<file path="config.mk">
export PLATFORM = sky130hd
export DESIGN_NAME = vfr_fault_action
export DESIGN_NICKNAME = d
export VERILOG_FILES = /design/src/core/vfr_pkg.sv /design/src/core/vfr_fault_action.sv
export SDC_FILE = /design/constraint.sdc
export NUM_CORES = 1
export LEC_CHECK = 0
export BUFFER_PORTS_ARGS = -buffer_cell sky130_fd_sc_hd__buf_2
export CAP_MARGIN = 20
export CELL_PAD_IN_SITES_DETAIL_PLACEMENT = 1
export CELL_PAD_IN_SITES_GLOBAL_PLACEMENT = 2
export CORE_MARGIN = 4
export CORE_UTILIZATION = 30
export CTS_BUF_LIST = sky130_fd_sc_hd__clkbuf_16
export DETAILED_ROUTE_END_ITERATION = 16
export PLACE_DENSITY_LB_ADDON = 0.1
export SYNTH_ARGS = -nofsm -noshare
export SYNTH_HDL_FRONTEND = slang
export SYNTH_SLANG_ARGS = --single-unit
</file>
<file path="constraint.sdc">
create_clock -name i_clk -period 2.1 [get_ports i_clk]
set_input_delay 0.21 -clock i_clk [delete_from_list [all_inputs] [get_ports i_clk]]
set_output_delay 0.21 -clock i_clk [all_outputs]
set_load 0.02 [all_outputs]
</file>
<file path="src/core/vfr_pkg.sv">
// Constants shared by the output voltage fault action block.
package vfr_pkg;
  // Command codes of the two fault action commands.
  localparam logic [7:0] VFR_CMD_OV        = 8'h41;
  localparam logic [7:0] VFR_CMD_UV        = 8'h45;
  // Reset value of both commands and the field layout.
  localparam logic [7:0] VFR_ACTION_RESET  = 8'hbf;
  localparam int         VFR_RSP_BIT       = 7;
  localparam int         VFR_ZERO_BIT      = 6;
  localparam int         VFR_RETRY_MSB     = 5;
  localparam int         VFR_RETRY_LSB     = 3;
  localparam int         VFR_DELAY_MSB     = 2;
  localparam int         VFR_DELAY_LSB     = 0;
  localparam logic [2:0] VFR_RETRY_NONE    = 3'h0;
  localparam logic [2:0] VFR_RETRY_ALWAYS  = 3'h7;
  // Restart waits this many output rise times.
  localparam int         VFR_DELAY_RISES   = 7;
  // Clock period and default output rise time.
  localparam int         VFR_CLK_PERIOD_NS = 40;
  localparam int         VFR_RISE_TIME_NS  = 1000000;
  localparam int         VFR_RISE_CYCLES   = (VFR_RISE_TIME_NS + VFR_CLK_PERIOD_NS - 1) / VFR_CLK_PERIOD_NS;

  typedef enum logic [1:0] {
    VFR_ST_RUN,
    VFR_ST_LATCHED,
    VFR_ST_DELAY
  } vfr_state_t;
endpackage

</file>
<file path="src/core/vfr_fault_action.sv">
// Output overvoltage and undervoltage fault action commands with restart sequencing.
//
// Functional notes
// - Overvoltage sets its flags and alert.
// - Undervoltage sets its flags and alert.
// - Faults detected against percent limits.
// - Loop slave: ignore, NACK, invalid command, alert.
// - Both commands reset to 10111111.
// - Select 0: keep running, flags still set.
// - Select 1: shut down, then retry setting.
// - Retry 000: stay off until cleared.
// - Retry 111: restart without limit.
// - Retry codes other than 000/111 rejected.
// - Only bit 5 of retry is stored.
// - Store-all copies both commands to memory.
// - Delay 111 waits seven rise times.
// - Delay 000 means no restart.
// - Delay bits mirror bit 5.
// - Rejected write sets invalid data flag.
`timescale 1ns/1ns
module vfr_fault_action
  import vfr_pkg::*;
#(
  parameter int RISE_CYCLES = VFR_RISE_CYCLES // Output rise time in clock cycles.
)
(
  input  wire logic       i_clk,                   // 25 MHz clock.
  input  wire logic       i_rst_n,                 // Asynchronous reset, active low.
  input  wire logic       i_cmd_valid,             // Command transfer strobe.
  input  wire logic       i_cmd_read,              // High for read, low for write.
  input  wire logic [7:0] i_cmd_code,              // Command code.
  input  wire logic [7:0] i_cmd_wdata,             // Write data byte.
  output logic            o_cmd_ack,               // Command accepted.
  output logic            o_cmd_nack,              // Command refused.
  output logic      [7:0] o_cmd_rdata,             // Read data byte.
  input  wire logic       i_loop_slave,            // Device is the loop slave.
  input  wire logic [7:0] i_vout_pct,              // Output voltage in percent of nominal.
  input  wire logic [7:0] i_ov_limit_pct,          // Overvoltage fault limit, percent.
  input  wire logic [7:0] i_uv_limit_pct,          // Undervoltage fault limit, percent.
  input  wire logic       i_on,                    // Output commanded on.
  input  wire logic       i_clear_faults,          // Clear all fault flags.
  input  wire logic       i_alert_mask,            // Masks this block's alert source.
  input  wire logic       i_store_all,             // Store defaults to memory.
  input  wire logic       i_nvm_restore,           // Restore from memory.
  input  wire logic [1:0] i_nvm_ov_bits,           // Stored {select, retry} for overvoltage.
  input  wire logic [1:0] i_nvm_uv_bits,           // Stored {select, retry} for undervoltage.
  output logic            o_nvm_we,                // Memory write strobe.
  output logic      [1:0] o_nvm_ov_bits,           // {select, retry} to store, overvoltage.
  output logic      [1:0] o_nvm_uv_bits,           // {select, retry} to store, undervoltage.
  output logic            o_output_enable,         // Power stage enable.
  output logic            o_restart,               // Soft-start restart pulse.
  output logic            o_ov_flag,               // Status byte overvoltage flag.
  output logic            o_other_flag,            // Status byte summary flag.
  output logic            o_vout_summary_flag,     // Status word output voltage flag.
  output logic            o_vout_ov_flag,          // Output voltage status overvoltage.
  output logic            o_vout_uv_flag,          // Output voltage status undervoltage.
  output logic            o_cml_flag,              // Status byte communication flag.
  output logic            o_invalid_data_flag,     // Communication status invalid data.
  output logic            o_invalid_command_fault, // Communication status invalid command.
  output logic            o_smbalert_out,          // Alert pin level when driven.
  output logic            o_smbalert_oe            // Alert pin drive enable.
);

  localparam int DELAY_CYCLES = VFR_DELAY_RISES * RISE_CYCLES;
  localparam int CNT_W        = $clog2(DELAY_CYCLES + 1);
  localparam logic [CNT_W-1:0] DELAY_LAST = CNT_W'(DELAY_CYCLES - 1);
  localparam logic [7:0] CMD_CODE [2] = '{VFR_CMD_OV, VFR_CMD_UV};

  if (RISE_CYCLES < 1)
  begin : g_bad_rise
    $error("RISE_CYCLES must be at least one");
  end

  function automatic logic retry_ok(input logic [2:0] code);
    retry_ok = (code == VFR_RETRY_NONE) || (code == VFR_RETRY_ALWAYS);
  endfunction

  function automatic logic [7:0] readback(input logic rsp, input logic rs);
    logic [7:0] v;
    v = '0;
    v[VFR_RSP_BIT] = rsp;
    v[VFR_ZERO_BIT] = 1'b0;
    v[VFR_RETRY_MSB:VFR_RETRY_LSB] = {3{rs}};
    v[VFR_DELAY_MSB:VFR_DELAY_LSB] = {3{rs}};
    readback = v;
  endfunction

  logic [1:0]       rsp_reg;   // Index 0 overvoltage, 1 undervoltage.
  logic [1:0]       rs_reg;
  logic [1:0]       hit;
  logic             any_hit;
  logic             bad_write;
  logic             ov_now;
  logic             uv_now;
  logic             shut_req;
  logic             retry_now;
  vfr_state_t       state_reg;
  vfr_state_t       state_next;
  logic [CNT_W-1:0] cnt_reg;
  logic             seen_reg;

  assign ov_now = i_vout_pct > i_ov_limit_pct;
  assign uv_now = i_vout_pct < i_uv_limit_pct;
  assign any_hit = |hit;
  assign bad_write = any_hit && !i_cmd_read && !i_loop_slave
                     && !retry_ok(i_cmd_wdata[VFR_RETRY_MSB:VFR_RETRY_LSB]);

  // Only the select bit and one retry bit are kept; the other retry bits and
  // the delay bits are rebuilt from it, which is why a mixed code cannot be held.
  genvar k;
  generate
    for (k = 0; k < 2; k++)
    begin : g_cmd
      assign hit[k] = i_cmd_valid && (i_cmd_code == CMD_CODE[k]);

      always_ff @(posedge i_clk or negedge i_rst_n)
      begin
        if (!i_rst_n)
        begin
          rsp_reg[k] <= VFR_ACTION_RESET[VFR_RSP_BIT];
          rs_reg[k]  <= VFR_ACTION_RESET[VFR_RETRY_MSB];
        end
        else if (i_nvm_restore)
        begin
          rsp_reg[k] <= (k == 0) ? i_nvm_ov_bits[1] : i_nvm_uv_bits[1];
          rs_reg[k]  <= (k == 0) ? i_nvm_ov_bits[0] : i_nvm_uv_bits[0];
        end
        else if (hit[k] && !i_cmd_read && !i_loop_slave
                 && retry_ok(i_cmd_wdata[VFR_RETRY_MSB:VFR_RETRY_LSB]))
        begin
          rsp_reg[k] <= i_cmd_wdata[VFR_RSP_BIT];
          rs_reg[k]  <= i_cmd_wdata[VFR_RETRY_MSB];
        end
      end
    end
  endgenerate

  // Command answer, one cycle after the strobe.
  always_ff @(posedge i_clk or negedge i_rst_n)
  begin
    if (!i_rst_n)
    begin
      o_cmd_ack   <= 1'b0;
      o_cmd_nack  <= 1'b0;
      o_cmd_rdata <= 8'h00;
    end
    else
    begin
      o_cmd_ack  <= any_hit && !i_loop_slave;
      o_cmd_nack <= any_hit && i_loop_slave;
      if (any_hit && i_cmd_read && !i_loop_slave)
        o_cmd_rdata <= hit[0] ? readback(rsp_reg[0], rs_reg[0])
                              : readback(rsp_reg[1], rs_reg[1]);
    end
  end

  // Store-all copies the reduced form of both commands.
  always_ff @(posedge i_clk or negedge i_rst_n)
  begin
    if (!i_rst_n)
    begin
      o_nvm_we      <= 1'b0;
      o_nvm_ov_bits <= 2'h0;
      o_nvm_uv_bits <= 2'h0;
    end
    else
    begin
      o_nvm_we <= i_store_all;
      if (i_store_all)
      begin
        o_nvm_ov_bits <= {rsp_reg[0], rs_reg[0]};
        o_nvm_uv_bits <= {rsp_reg[1], rs_reg[1]};
      end
    end
  end

  // Sticky status flags; a fault present in the clearing cycle wins.
  always_ff @(posedge i_clk or negedge i_rst_n)
  begin
    if (!i_rst_n)
    begin
      o_ov_flag               <= 1'b0;
      o_other_flag            <= 1'b0;
      o_vout_summary_flag     <= 1'b0;
      o_vout_ov_flag          <= 1'b0;
      o_vout_uv_flag          <= 1'b0;
      o_cml_flag              <= 1'b0;
      o_invalid_data_flag     <= 1'b0;
      o_invalid_command_fault <= 1'b0;
    end
    else
    begin
      o_ov_flag               <= ov_now | (o_ov_flag & ~i_clear_faults);
      o_vout_ov_flag          <= ov_now | (o_vout_ov_flag & ~i_clear_faults);
      o_other_flag            <= uv_now | (o_other_flag & ~i_clear_faults);
      o_vout_uv_flag          <= uv_now | (o_vout_uv_flag & ~i_clear_faults);
      o_vout_summary_flag     <= ov_now | uv_now | (o_vout_summary_flag & ~i_clear_faults);
      o_invalid_command_fault <= (any_hit & i_loop_slave)
                                 | (o_invalid_command_fault & ~i_clear_faults);
      o_invalid_data_flag     <= bad_write | (o_invalid_data_flag & ~i_clear_faults);
      o_cml_flag              <= bad_write | (any_hit & i_loop_slave)
                                 | (o_cml_flag & ~i_clear_faults);
    end
  end

  // Open-drain alert: pulled low while any flag stands and the source is not masked.
  assign o_smbalert_out = 1'b0;
  assign o_smbalert_oe = !i_alert_mask && (o_ov_flag | o_other_flag | o_vout_summary_flag | o_cml_flag
                         | o_invalid_data_flag | o_invalid_command_fault);

  // A fault shuts down only under a set select bit; retry continues only if
  // every shutting command allows it, so a latching fault overrides a retrying one.
  assign shut_req  = (ov_now && rsp_reg[0]) || (uv_now && rsp_reg[1]);
  assign retry_now = (!ov_now || !rsp_reg[0] || rs_reg[0])
                     && (!uv_now || !rsp_reg[1] || rs_reg[1]);

  always_comb
  begin
    state_next = state_reg;
    unique case (state_reg)
      VFR_ST_RUN:
        if (i_on && shut_req)
          state_next = retry_now ? VFR_ST_DELAY : VFR_ST_LATCHED;
      VFR_ST_LATCHED:
        if (i_clear_faults)
          state_next = VFR_ST_RUN;
      VFR_ST_DELAY:
        if (!i_on)
          state_next = VFR_ST_RUN;
        else if (cnt_reg == DELAY_LAST)
          state_next = VFR_ST_RUN;
    endcase
  end

  always_ff @(posedge i_clk or negedge i_rst_n)
  begin
    if (!i_rst_n)
      state_reg <= VFR_ST_RUN;
    else
      state_reg <= state_next;
  end

  always_ff @(posedge i_clk or negedge i_rst_n)
  begin
    if (!i_rst_n)
      cnt_reg <= '0;
    else if (state_reg == VFR_ST_DELAY && cnt_reg != DELAY_LAST)
      cnt_reg <= cnt_reg + CNT_W'(1);
    else
      cnt_reg <= '0;
  end

  always_ff @(posedge i_clk or negedge i_rst_n)
  begin
    if (!i_rst_n)
    begin
      o_output_enable <= 1'b0;
      o_restart       <= 1'b0;
    end
    else
    begin
      o_output_enable <= (state_next == VFR_ST_RUN) && i_on;
      o_restart       <= (state_reg == VFR_ST_DELAY) && i_on && (cnt_reg == DELAY_LAST);
    end
  end

  // Marks the first clock edge after reset release, for checking defaults.
  always_ff @(posedge i_clk or negedge i_rst_n)
  begin
    if (!i_rst_n)
      seen_reg <= 1'b0;
    else
      seen_reg <= 1'b1;
  end

  AST_OV_FLAGS: assert property (@(posedge i_clk) disable iff (!i_rst_n)
    ov_now |=> (o_ov_flag && o_vout_summary_flag && o_vout_ov_flag))
    else $error("overvoltage did not set its flags");

  AST_UV_FLAGS: assert property (@(posedge i_clk) disable iff (!i_rst_n)
    uv_now |=> (o_other_flag && o_vout_summary_flag && o_vout_uv_flag))
    else $error("undervoltage did not set its flags");

  AST_LIMIT_CLEAR: assert property (@(posedge i_clk) disable iff (!i_rst_n)
    (i_clear_faults && i_vout_pct <= i_ov_limit_pct && i_vout_pct >= i_uv_limit_pct)
    |=> (!o_vout_ov_flag && !o_vout_uv_flag))
    else $error("voltage flag set inside percent limits");

  AST_SLAVE_NACK: assert property (@(posedge i_clk) disable iff (!i_rst_n)
    (any_hit && i_loop_slave && !i_nvm_restore)
    |=> (o_cmd_nack && !o_cmd_ack && o_invalid_command_fault && $stable(rsp_reg) && $stable(rs_reg)))
    else $error("loop slave access not refused");

  AST_RESET_DEFAULT: assert property (@(posedge i_clk) disable iff (!i_rst_n)
    !seen_reg |-> (rsp_reg == 2'h3 && rs_reg == 2'h3 && state_reg == VFR_ST_RUN))
    else $error("fault action reset value wrong");

  AST_IGNORE_RUNS: assert property (@(posedge i_clk) disable iff (!i_rst_n)
    (state_reg == VFR_ST_RUN && i_on && ov_now && !rsp_reg[0] && !(uv_now && rsp_reg[1]))
    |=> (state_reg == VFR_ST_RUN))
    else $error("ignored fault stopped the output");

  AST_SHUTDOWN: assert property (@(posedge i_clk) disable iff (!i_rst_n)
    (state_reg == VFR_ST_RUN && i_on && ov_now && rsp_reg[0]) |=> !o_output_enable [*2])
    else $error("output not shut down on fault");

  AST_LATCH_HOLD: assert property (@(posedge i_clk) disable iff (!i_rst_n)
    (state_reg == VFR_ST_LATCHED && !i_clear_faults) |=> (state_reg == VFR_ST_LATCHED && !o_output_enable))
    else $error("latched fault left the off state");

  AST_RESTART_ABANDON: assert property (@(posedge i_clk) disable iff (!i_rst_n)
    (state_reg == VFR_ST_DELAY && !i_on) |=> (state_reg == VFR_ST_RUN && !o_restart))
    else $error("restart not abandoned when commanded off");

  AST_NO_RESTART: assert property (@(posedge i_clk) disable iff (!i_rst_n)
    (state_reg == VFR_ST_LATCHED) |=> !o_restart)
    else $error("restart while latched off");

  AST_BAD_RETRY: assert property (@(posedge i_clk) disable iff (!i_rst_n)
    (bad_write && !i_nvm_restore)
    |=> ($stable(rsp_reg) && $stable(rs_reg) && o_invalid_data_flag && o_cml_flag && o_cmd_ack))
    else $error("bad retry code not rejected");

  AST_DELAY_LEN: assert property (@(posedge i_clk) disable iff (!i_rst_n)
    o_restart |-> ($past(cnt_reg) == DELAY_LAST && $past(state_reg) == VFR_ST_DELAY))
    else $error("restart delay length wrong");

  AST_NVM_STORE: assert property (@(posedge i_clk) disable iff (!i_rst_n)
    i_store_all |=> (o_nvm_we && o_nvm_ov_bits == $past({rsp_reg[0], rs_reg[0]})
                     && o_nvm_uv_bits == $past({rsp_reg[1], rs_reg[1]})))
    else $error("store did not copy settings");

  AST_READBACK: assert property (@(posedge i_clk) disable iff (!i_rst_n)
    (any_hit && i_cmd_read && !i_loop_slave)
    |=> (o_cmd_rdata[2:0] == o_cmd_rdata[5:3] && !o_cmd_rdata[6]
         && o_cmd_rdata[5] == $past(hit[0] ? rs_reg[0] : rs_reg[1])))
    else $error("readback layout wrong");

endmodule // vfr_fault_action

</file>
Yosys cells after proc, flatten, opt, wreduce, memory -nomap -nowiden
Index checks and enable logic that the tools add are counted.

Bitwise gates (word level): 25. Magnitude comparators: 2. Reduce and logical (&&, ||, !) cells: 44. Mux-type cells: 16. $add $sub $neg: 1. Eq/ne operators: 7.

Operators by type and width (number): logical AND 1 bit (24); adder 18 x 1 -> 18 bit, second input constant (1); == test 18 bit, second input constant (1); 2-to-1 mux 18 bit (1); inequality test 18 bit, second input constant (1); == test 8 x 7 -> 1 bit, second input constant (2); OR 1 bit (15); 2-to-1 mux 2 bit (5); bitwise AND 1 bit (9); > comparator 8 bit (1); logical NOT 1 bit (8); less-than comparator 8 bit (1); 2-to-1 mux 1 bit (8); 2-to-1 mux 8 bit (1); logical OR 1 bit (6); one-hot mux 2 bit (3 select lines) (1); logical NOT 2 bit (2); nonzero test 2 bit (2); == test 3 bit, second input constant (1); logical NOT 3 bit (1); == test 2 x 1 -> 1 bit, second input constant (1); == test 2 bit, second input constant (1); OR reduction 2 bit (1); NOT 1 bit (1).

Register bits after elaboration: 49. Output and inout bits: 27. Word-level logic and storage cells: 117.

Depth between registers and ports, before layout
Gate-level depths: netlist (run 1).

Depth in word-level cells: 10. Mapped depth: 8.

Worst setup path after synthesis (run 1)
Ideal clock, no wire load.

Path type: input-to-reg. Start point: input port i_uv_limit_pct[1]. End point: register state_reg[1]. Stages: 7. Data required time: 1975 ps. Path slack: 279 ps. Arrival: 1695 ps. Path buffers: 0. Cell sequence: inv_1 > ha_1 > a2111oi_2 > nor4_1 > or3b_1 > o32a_1 > mux2_4.

Cells in the longest elaborated chain, start to end: 8.

Ends and longest elaborated chain: from (decl) (line vfr_fault_action.sv:39) `input wire logic [7:0] i_uv_limit_pct,`; less-than comparator 8 bit * (line vfr_fault_action.sv:103) `assign uv_now = i_vout_pct < i_uv_limit_pct;`; logical NOT 1 bit (line vfr_fault_action.sv:215) `&& (!uv_now || !rsp_reg[1] || rs_reg[1]);`; logical OR 1 bit (2 in series) (line vfr_fault_action.sv:215); logical AND 1 bit (line vfr_fault_action.sv:215); 2-to-1 mux 2 bit (line vfr_fault_action.sv:223) `state_next = retry_now ? VFR_ST_DELAY : VFR_ST_LATCHED;`; 2-to-1 mux 2 bit * (line vfr_fault_action.sv:222) `if (i_on && shut_req)`; one-hot mux 2 bit (3 select lines) * (line vfr_fault_action.sv:220) `unique case (state_reg)`; net state_next[1] (line vfr_fault_action.sv:98) `vfr_state_t state_next;`; to (signal assigned) (line vfr_fault_action.sv:240) `state_reg <= state_next;`; to (decl) (line vfr_fault_action.sv:97) `vfr_state_t state_reg;`.

The timed path passes the listed nets; every way through them passes the cells marked *. A chain may end at the register's enable or synchronous reset.

Worst setup path in the final report (run 1)
Start point: register cnt_reg[14]. End point: register state_reg[1].

Cells in the longest elaborated chain, start to end: 4.

Ends and longest elaborated chain: from (decl) (line vfr_fault_action.sv:99) `logic [CNT_W-1:0] cnt_reg;`; from (signal assigned) (line vfr_fault_action.sv:248) `cnt_reg <= cnt_reg + CNT_W'(1);`; == test 18 bit (line vfr_fault_action.sv:230) `else if (cnt_reg == DELAY_LAST)`; 2-to-1 mux 2 bit (line vfr_fault_action.sv:230); 2-to-1 mux 2 bit (line vfr_fault_action.sv:228) `if (!i_on)`; one-hot mux 2 bit (3 select lines) (line vfr_fault_action.sv:220); net state_next[1] (line vfr_fault_action.sv:98).

The timed path passes the listed nets, and every way through them passes these cells.

==> results.ini, run 1 <==
[outcome]
status=finished, final reports clean

[placed_design]
placed_area_um2=2970
place_congestion=0.733
hpwl_um=4950
placement.io_buffers=74
dp.cells=439

[floorplanning]
die_w_um=98.5
initial_core_util_pct=31.3
fp-row-count=32
ios=81
core_area_um2=7850
die_height_um=98.5
dieArea_um2=9710

[final_layout]
area.growth.synth_to_final_pct=26.5
final_cell_area_um2=3110
fillers=981
drive_gt1_share_pct=29.9
diodes=0
stdcell_count=447
largest_register_ff_count=18
ff_latch_area_um2=1080
utilization_pct=39.6
final_nets=416
multi_input_area_um2=1220

[global_routing]
antenna_found_initial=0
grt_max_degree=44
grt_pass1_wl_um=10600
track_usage_pct=13.5
grt_pass1_vias=2248
grt-ovfl-total=0

[clock_tree]
cts-root-buf=clkbuf_16
numCtsBuffers=5
postCtsHoldBufs=0
cts_resized=0
h-tree-depth=2
clk_path_buf_depth=2
cts_tree=built
cts.sinks=43
clk_latency_ps=290
path_clk_slew_ps=60
post_cts_buffers=0

[pwr]
power_frac_seq_pct=43.2
power_density_nw_per_um2=715
p_sw_share_pct=30.4
intPower_mw=1.55
combPwrFrac_pct=23.7
power_frac_clock_pct=33.1
p_sw_uw=677
fin_total_pwr_mw=2.22
irDropWorstVdd_mv=0.338
leakage_nw=1.57

[yosys]
syn_inst=261
async_reset_ff_share_pct=100
synth-edff-count=0
ys_ff_latch=43
yosysWarnings=0
synth_cell_types=43
synth_ff_type=dfrtp_1
synth_area_per_cell_um2=9.42
syn_area_um2=2460
ys_seq_area_share_pct=44.0

[worst_hold_path]
hold_class=input pin to async pin

[worst_setup_path]
critPathKind=flop to flop
crit_path_end_kind=flop
r2r_setup_slack_ps=200
reg2reg_from=cnt_reg[14]
crit_required_ps=2270
crit_start=cnt_reg[14]
worstPathArrival_ps=2060
cp_slowest_stage_delay_ps=380
rr_worst_depth=6
slowest_stage=dfrtp_1
cp-start-kind=flop
path_max_fanout=2
path_cells=nor4b_1, nand4b_1, nor4_1, o21ai_0, and2_1, mux2_4
regToRegEndpoint=state_reg[1]

[sta]
max_freq_mhz=527
min_period_ps=1900
hold_violations=0
rsz0062_at_grt=false
worst_pin_slew_ps=561
fin_tns_setup_ps=0
min_period_over_period_pct=90.3
finClkSkew_ps=5.34
maxSlewHeadroom_pct=62.6
drv_slew=0
setup_violations=0

[detailed_routing]
viasPerCell=4.62
wire_per_inst_um=13.9
drt-initial-drc-count=24
postRouteAntennaNets=0
totalWireLength_um=6230
drc=0
firstDrtPassIters=4
routed-via-count=2066

[flow_run]
max-cap-violations=0

==> cell type report <==
class                      instances  area share [%]
inverter                          27            3.26
clock buffer                       5            4.02
clock inverter                     3           0.362
multi-input combinational        183            39.2
timing repair buffer              84            14.3
tap                              102            4.10
sequential                        43            34.8
==> through the flow <==
| step | hold WS [ps] | worst slack (ps) |
|---|---|---|
| 2_1_floorplan | -85.6 | 279 |
| 3_3_place_gp | 330 | 70.1 |
| 3_5_place_dp | 338 | 29.6 |
| 4_1_cts | 33.5 | 150 |
| 5_1_grt | 73.5 | 23.2 |
| 6_report | 9.36 | 204 |
==> worst max-delay path by stage <==
stage              endpoint  slack, ps  cells past startpoint
2_1_floorplan  state_reg[1]        280                      7
3_3_place_gp   state_reg[1]         70                      7
5_1_grt        state_reg[1]         20                      6
4_1_cts        state_reg[1]        150                      6
6_report       state_reg[1]        200                      6
3_5_place_dp   state_reg[1]         30                      7
==> cells in the mapped netlist (2+ instances only) <==
library cell  instances  area [um^2]
xnor2_1               8         70.1
ha_1                 18          225
a21oi_1               7         35.0
dfstp_2               4          105
mux2i_1               7         70.1
nand3_1              11         55.1
nor4_1                3         18.8
and3_1                5         31.3
o21ai_1               6         30.0
nand4b_1              2         17.5
buf_2                 2         10.0
nor3_1                7         35.0
mux2_2                4         45.0
o21ai_0               9         45.0
inv_1                27          101
nor2_1               32          120
and2_1                2         12.5
xor2_1                8         70.1
nor4b_1               2         17.5
dfrtp_1              39          976
nand4_1               6         37.5
buf_4                 7         52.6
nand2_1              25         93.8
==> cell families after synthesis <==
kind of cell | count (synthesis) | synth area share, %
buf+inv | 36 | 6.67
compound gates | 32 | 8.40
mux | 12 | 5.29
xor+xnor | 16 | 5.70
fa+ha+maj | 18 | 9.16
simple gates | 103 | 20.7
flops | 43 | 44.0
other cells | 1 | 0.153
==> critical path, delay by kind of cell (launching register included) <==
kind | cells | cell delay (ps)
AND/OR/NAND/NOR | 4 | 970
multiplexers | 1 | 260
flip-flops | 1 | 380
AO/OA/AOI/OAI | 1 | 180
==> per-layer routing <==
layer	share of wire [%]	GRT usage [%]
met1	44	16.3
met3	3.8	4.10
met5	0	0
met2	51	23.3
met4	0.87	3.57
==> placed cells by master, fill, tap and decap left out, types with 3 or more instances in the layout <==
master,netlist,routed
a21oi_1,7,7
and3_1,5,5
buf_2,2,74
buf_4,7,10
clkbuf_16,0,5
dfrtp_1,39,39
dfstp_2,4,4
ha_1,18,18
inv_1,27,28
mux2_2,4,4
mux2i_1,7,7
nand2_1,25,25
nand3_1,11,11
nand4_1,6,6
nor2_1,32,32
nor3_1,7,7
nor4_1,3,3
o21ai_0,9,9
o21ai_1,6,6
xnor2_1,8,8
xor2_1,8,8
==> power groups by stage <==
| stage | Combinational [mW] | Sequential, mW | Clock, mW |
|---|---|---|---|
| 4_1_cts | 0.542 | 0.961 | 0.764 |
| 3_5_place_dp | 0.538 | 0.974 | 0 |
| 2_1_floorplan | 0.297 | 1.00 | 0 |
| 3_3_place_gp | 0.532 | 0.973 | 0 |
| 5_1_grt | 0.599 | 0.973 | 0.799 |
| 6_report | 0.526 | 0.961 | 0.737 |
No activity file was read; power rests on OpenSTA's default activity.
==> run 2, diff against run 1 <==
--- a/config.mk
+++ b/config.mk
@@ -10,10 +10,11 @@
 export CELL_PAD_IN_SITES_DETAIL_PLACEMENT = 1
 export CELL_PAD_IN_SITES_GLOBAL_PLACEMENT = 2
 export CORE_MARGIN = 4
-export CORE_UTILIZATION = 30
+export CORE_UTILIZATION = 27
 export CTS_BUF_LIST = sky130_fd_sc_hd__clkbuf_16
 export DETAILED_ROUTE_END_ITERATION = 16
 export PLACE_DENSITY_LB_ADDON = 0.1
+export REMOVE_ABC_BUFFERS = 1
 export SYNTH_ARGS = -nofsm -noshare
 export SYNTH_HDL_FRONTEND = slang
 export SYNTH_SLANG_ARGS = --single-unit
==> constraint.sdc (replaced) <==
create_clock -name i_clk -period 1.7 [get_ports i_clk]
set_input_delay 0.17 -clock i_clk [delete_from_list [all_inputs] [get_ports i_clk]]
set_output_delay 0.17 -clock i_clk [all_outputs]
set_load 0.02 [all_outputs]
==> run 2 against run 1 <==
Net effect:
- the run now ends with setup timing left
- sequential share of layout area is 3.3 points lower
- via count is 4.5% higher
- wire length up 4.3%
- clock power up 45%
- cell area rose by 10%
- clock skew hardly changed
- sequential cell count did not move
- die area up 10%
- critical path type unchanged
- largest cell class unchanged
- largest power group unchanged
==> results.ini, run 2 (synthesis results as in run 1) <==
[outcome]
status=finished with violations
violations=setup timing

[global_routing]
antenna_found_initial=0
track_usage_pct=12.9
gr-usage-met2_pct=21.7
grt_pass1_wl_um=10800
grt_pass1_vias=2269
grt.met1_usage_pct=17.0
grt_max_degree=44
met3_usage_pct=2.68
grt-ovfl-total=0
busiest_layer=met2

[detailed_routing]
firstDrtPassIters=3
routed-via-count=2158
wire_per_inst_um=13.6
drt-initial-drc-count=24
postRouteAntennaNets=0
drc=0
viasPerCell=4.51
totalWireLength_um=6500

[worst_hold_path]
hold_class=input pin to flop

[sta]
min_period_over_period_pct=105
max_freq_mhz=559
rsz0062_at_grt=true
setup_ws_ps=-88.7
finClkSkew_ps=5.68
maxSlewHeadroom_pct=62.6
setup_violations=19
hold_violations=0
min_period_ps=1790
drv_slew=0
worst_pin_slew_ps=561

[placed_design]
place_congestion=0.725
hpwl_um=5300
placement.io_buffers=74
post-place-ws_ps=-294

[floorplanning]
die_height_um=103
die_w_um=103
core_area_um2=8810
fp-row-count=34
dieArea_um2=10700
ios=81
initial_core_util_pct=27.9

[final_layout]
diodes=0
multi_input_area_um2=1300
drive_gt1_share_pct=38.6
ff_latch_area_um2=1080
final_nets=441
largest_register_ff_count=18
layout_common_cells=74 x buf_2, 39 x dfrtp_1, 32 x buf_4
area.growth.synth_to_final_pct=39.5
fillers=1052
mostFrequentLayoutCell=buf_2

[clock_tree]
clk_latency_ps=280
cts.sinks=43
path_clk_slew_ps=60
numCtsBuffers=5
cts-root-buf=clkbuf_16
h-tree-depth=2
cts_tree=built
clk_path_buf_depth=2

[pwr]
irDropWorstVdd_mv=0.461
leakage_nw=1.74
fin_total_pwr_mw=3.12
power_density_nw_per_um2=910

[flow_run]
max-cap-violations=0

[worst_setup_path]
cp-start-kind=flop
path_max_fanout=2
worstPathArrival_ps=1960
crit_required_ps=1870
crit_path_end_kind=flop
critPathKind=flop to flop

-- run 2: cell types whose count changed in the layout (fill, tap and decap cells not counted), sizes merged --
cell         delta
bufinv          +1
dlygate4sd3     +1
inv             -1
buf            +24
-- run 2: layout make-up --
cell class | count | share of cell area (%)
Sequential cell | 43 | 31.5
Tap cell | 108 | 3.94
Inverter | 27 | 2.95
Clock inverter | 3 | 1.13
Timing Repair Buffer | 109 | 18.9
Clock buffer | 5 | 3.65
Multi-Input combinational cell | 183 | 38.0
-- run 2: what timing repair did --
action                                  in CTS  in global routing
buffers inserted                             1                  0
hold buffers                                 1                  0
pin swaps                                    1                 10
endpoints found under the hold margin       39                  0
gates resized for setup                     10                 11
endpoints found under the setup margin      21                 21
-- run 2: worst max-delay path: stages (launching register included) --
cell,delay [ps]
dfrtp_1,390
nor4b_2,270
nand4b_1,210
nor4_4,310
o21ai_2,90
and2_1,150
mux2_4,260
-- run 2: metrics by stage --
step           setup TNS (ps)  util, %  cells  cell area, um^2  hold slack, ps
2_1_floorplan            -204        -    253             2400            -126
3_3_place_gp             -805     35.8    468             3150             289
3_5_place_dp            -1110     35.8    468             3150             291
4_1_cts                  -126     38.4    478             3390            70.2
5_1_grt                 -3610     39.0    478             3430            85.1
6_report                -1460     39.0    478             3430            75.5
-- run 2: path summary, 6_finish.rpt --
| path | from | endpoint | slack (ps) | cells past startpoint |
|---|---|---|---|---|
| worst max-delay path | cnt_reg[6] | state_reg[1] | -90 | 6 |
| worst min-delay path | i_store_all | o_nvm_we | 80 | 1 |
| worst max register to register | cnt_reg[6] | state_reg[1] | -90 | 6 |
| worst min register to register | o_nvm_uv_bits[0] | o_nvm_uv_bits[0] | 510 | 1 |
| max in group asynchronous | i_rst_n | rsp_reg[0] | 810 | 3 |
| min in group asynchronous | i_rst_n | cnt_reg[13] | 500 | 3 |
-- run 2: layer usage --
| layer | share of wire [%] | wire, um |
|---|---|---|
| met1 | 45 | 2950 |
| met2 | 51 | 3290 |
| met3 | 3.2 | 208 |
| met4 | 0.68 | 44 |
| met5 | 0 | 0 |
-- run 2: where the power goes --
part | switching, mW | internal [mW]
clock | 0.385 | 0.685
combinational | 0.466 | 0.407
sequential | 0.0596 | 1.12
total | 0.911 | 2.21
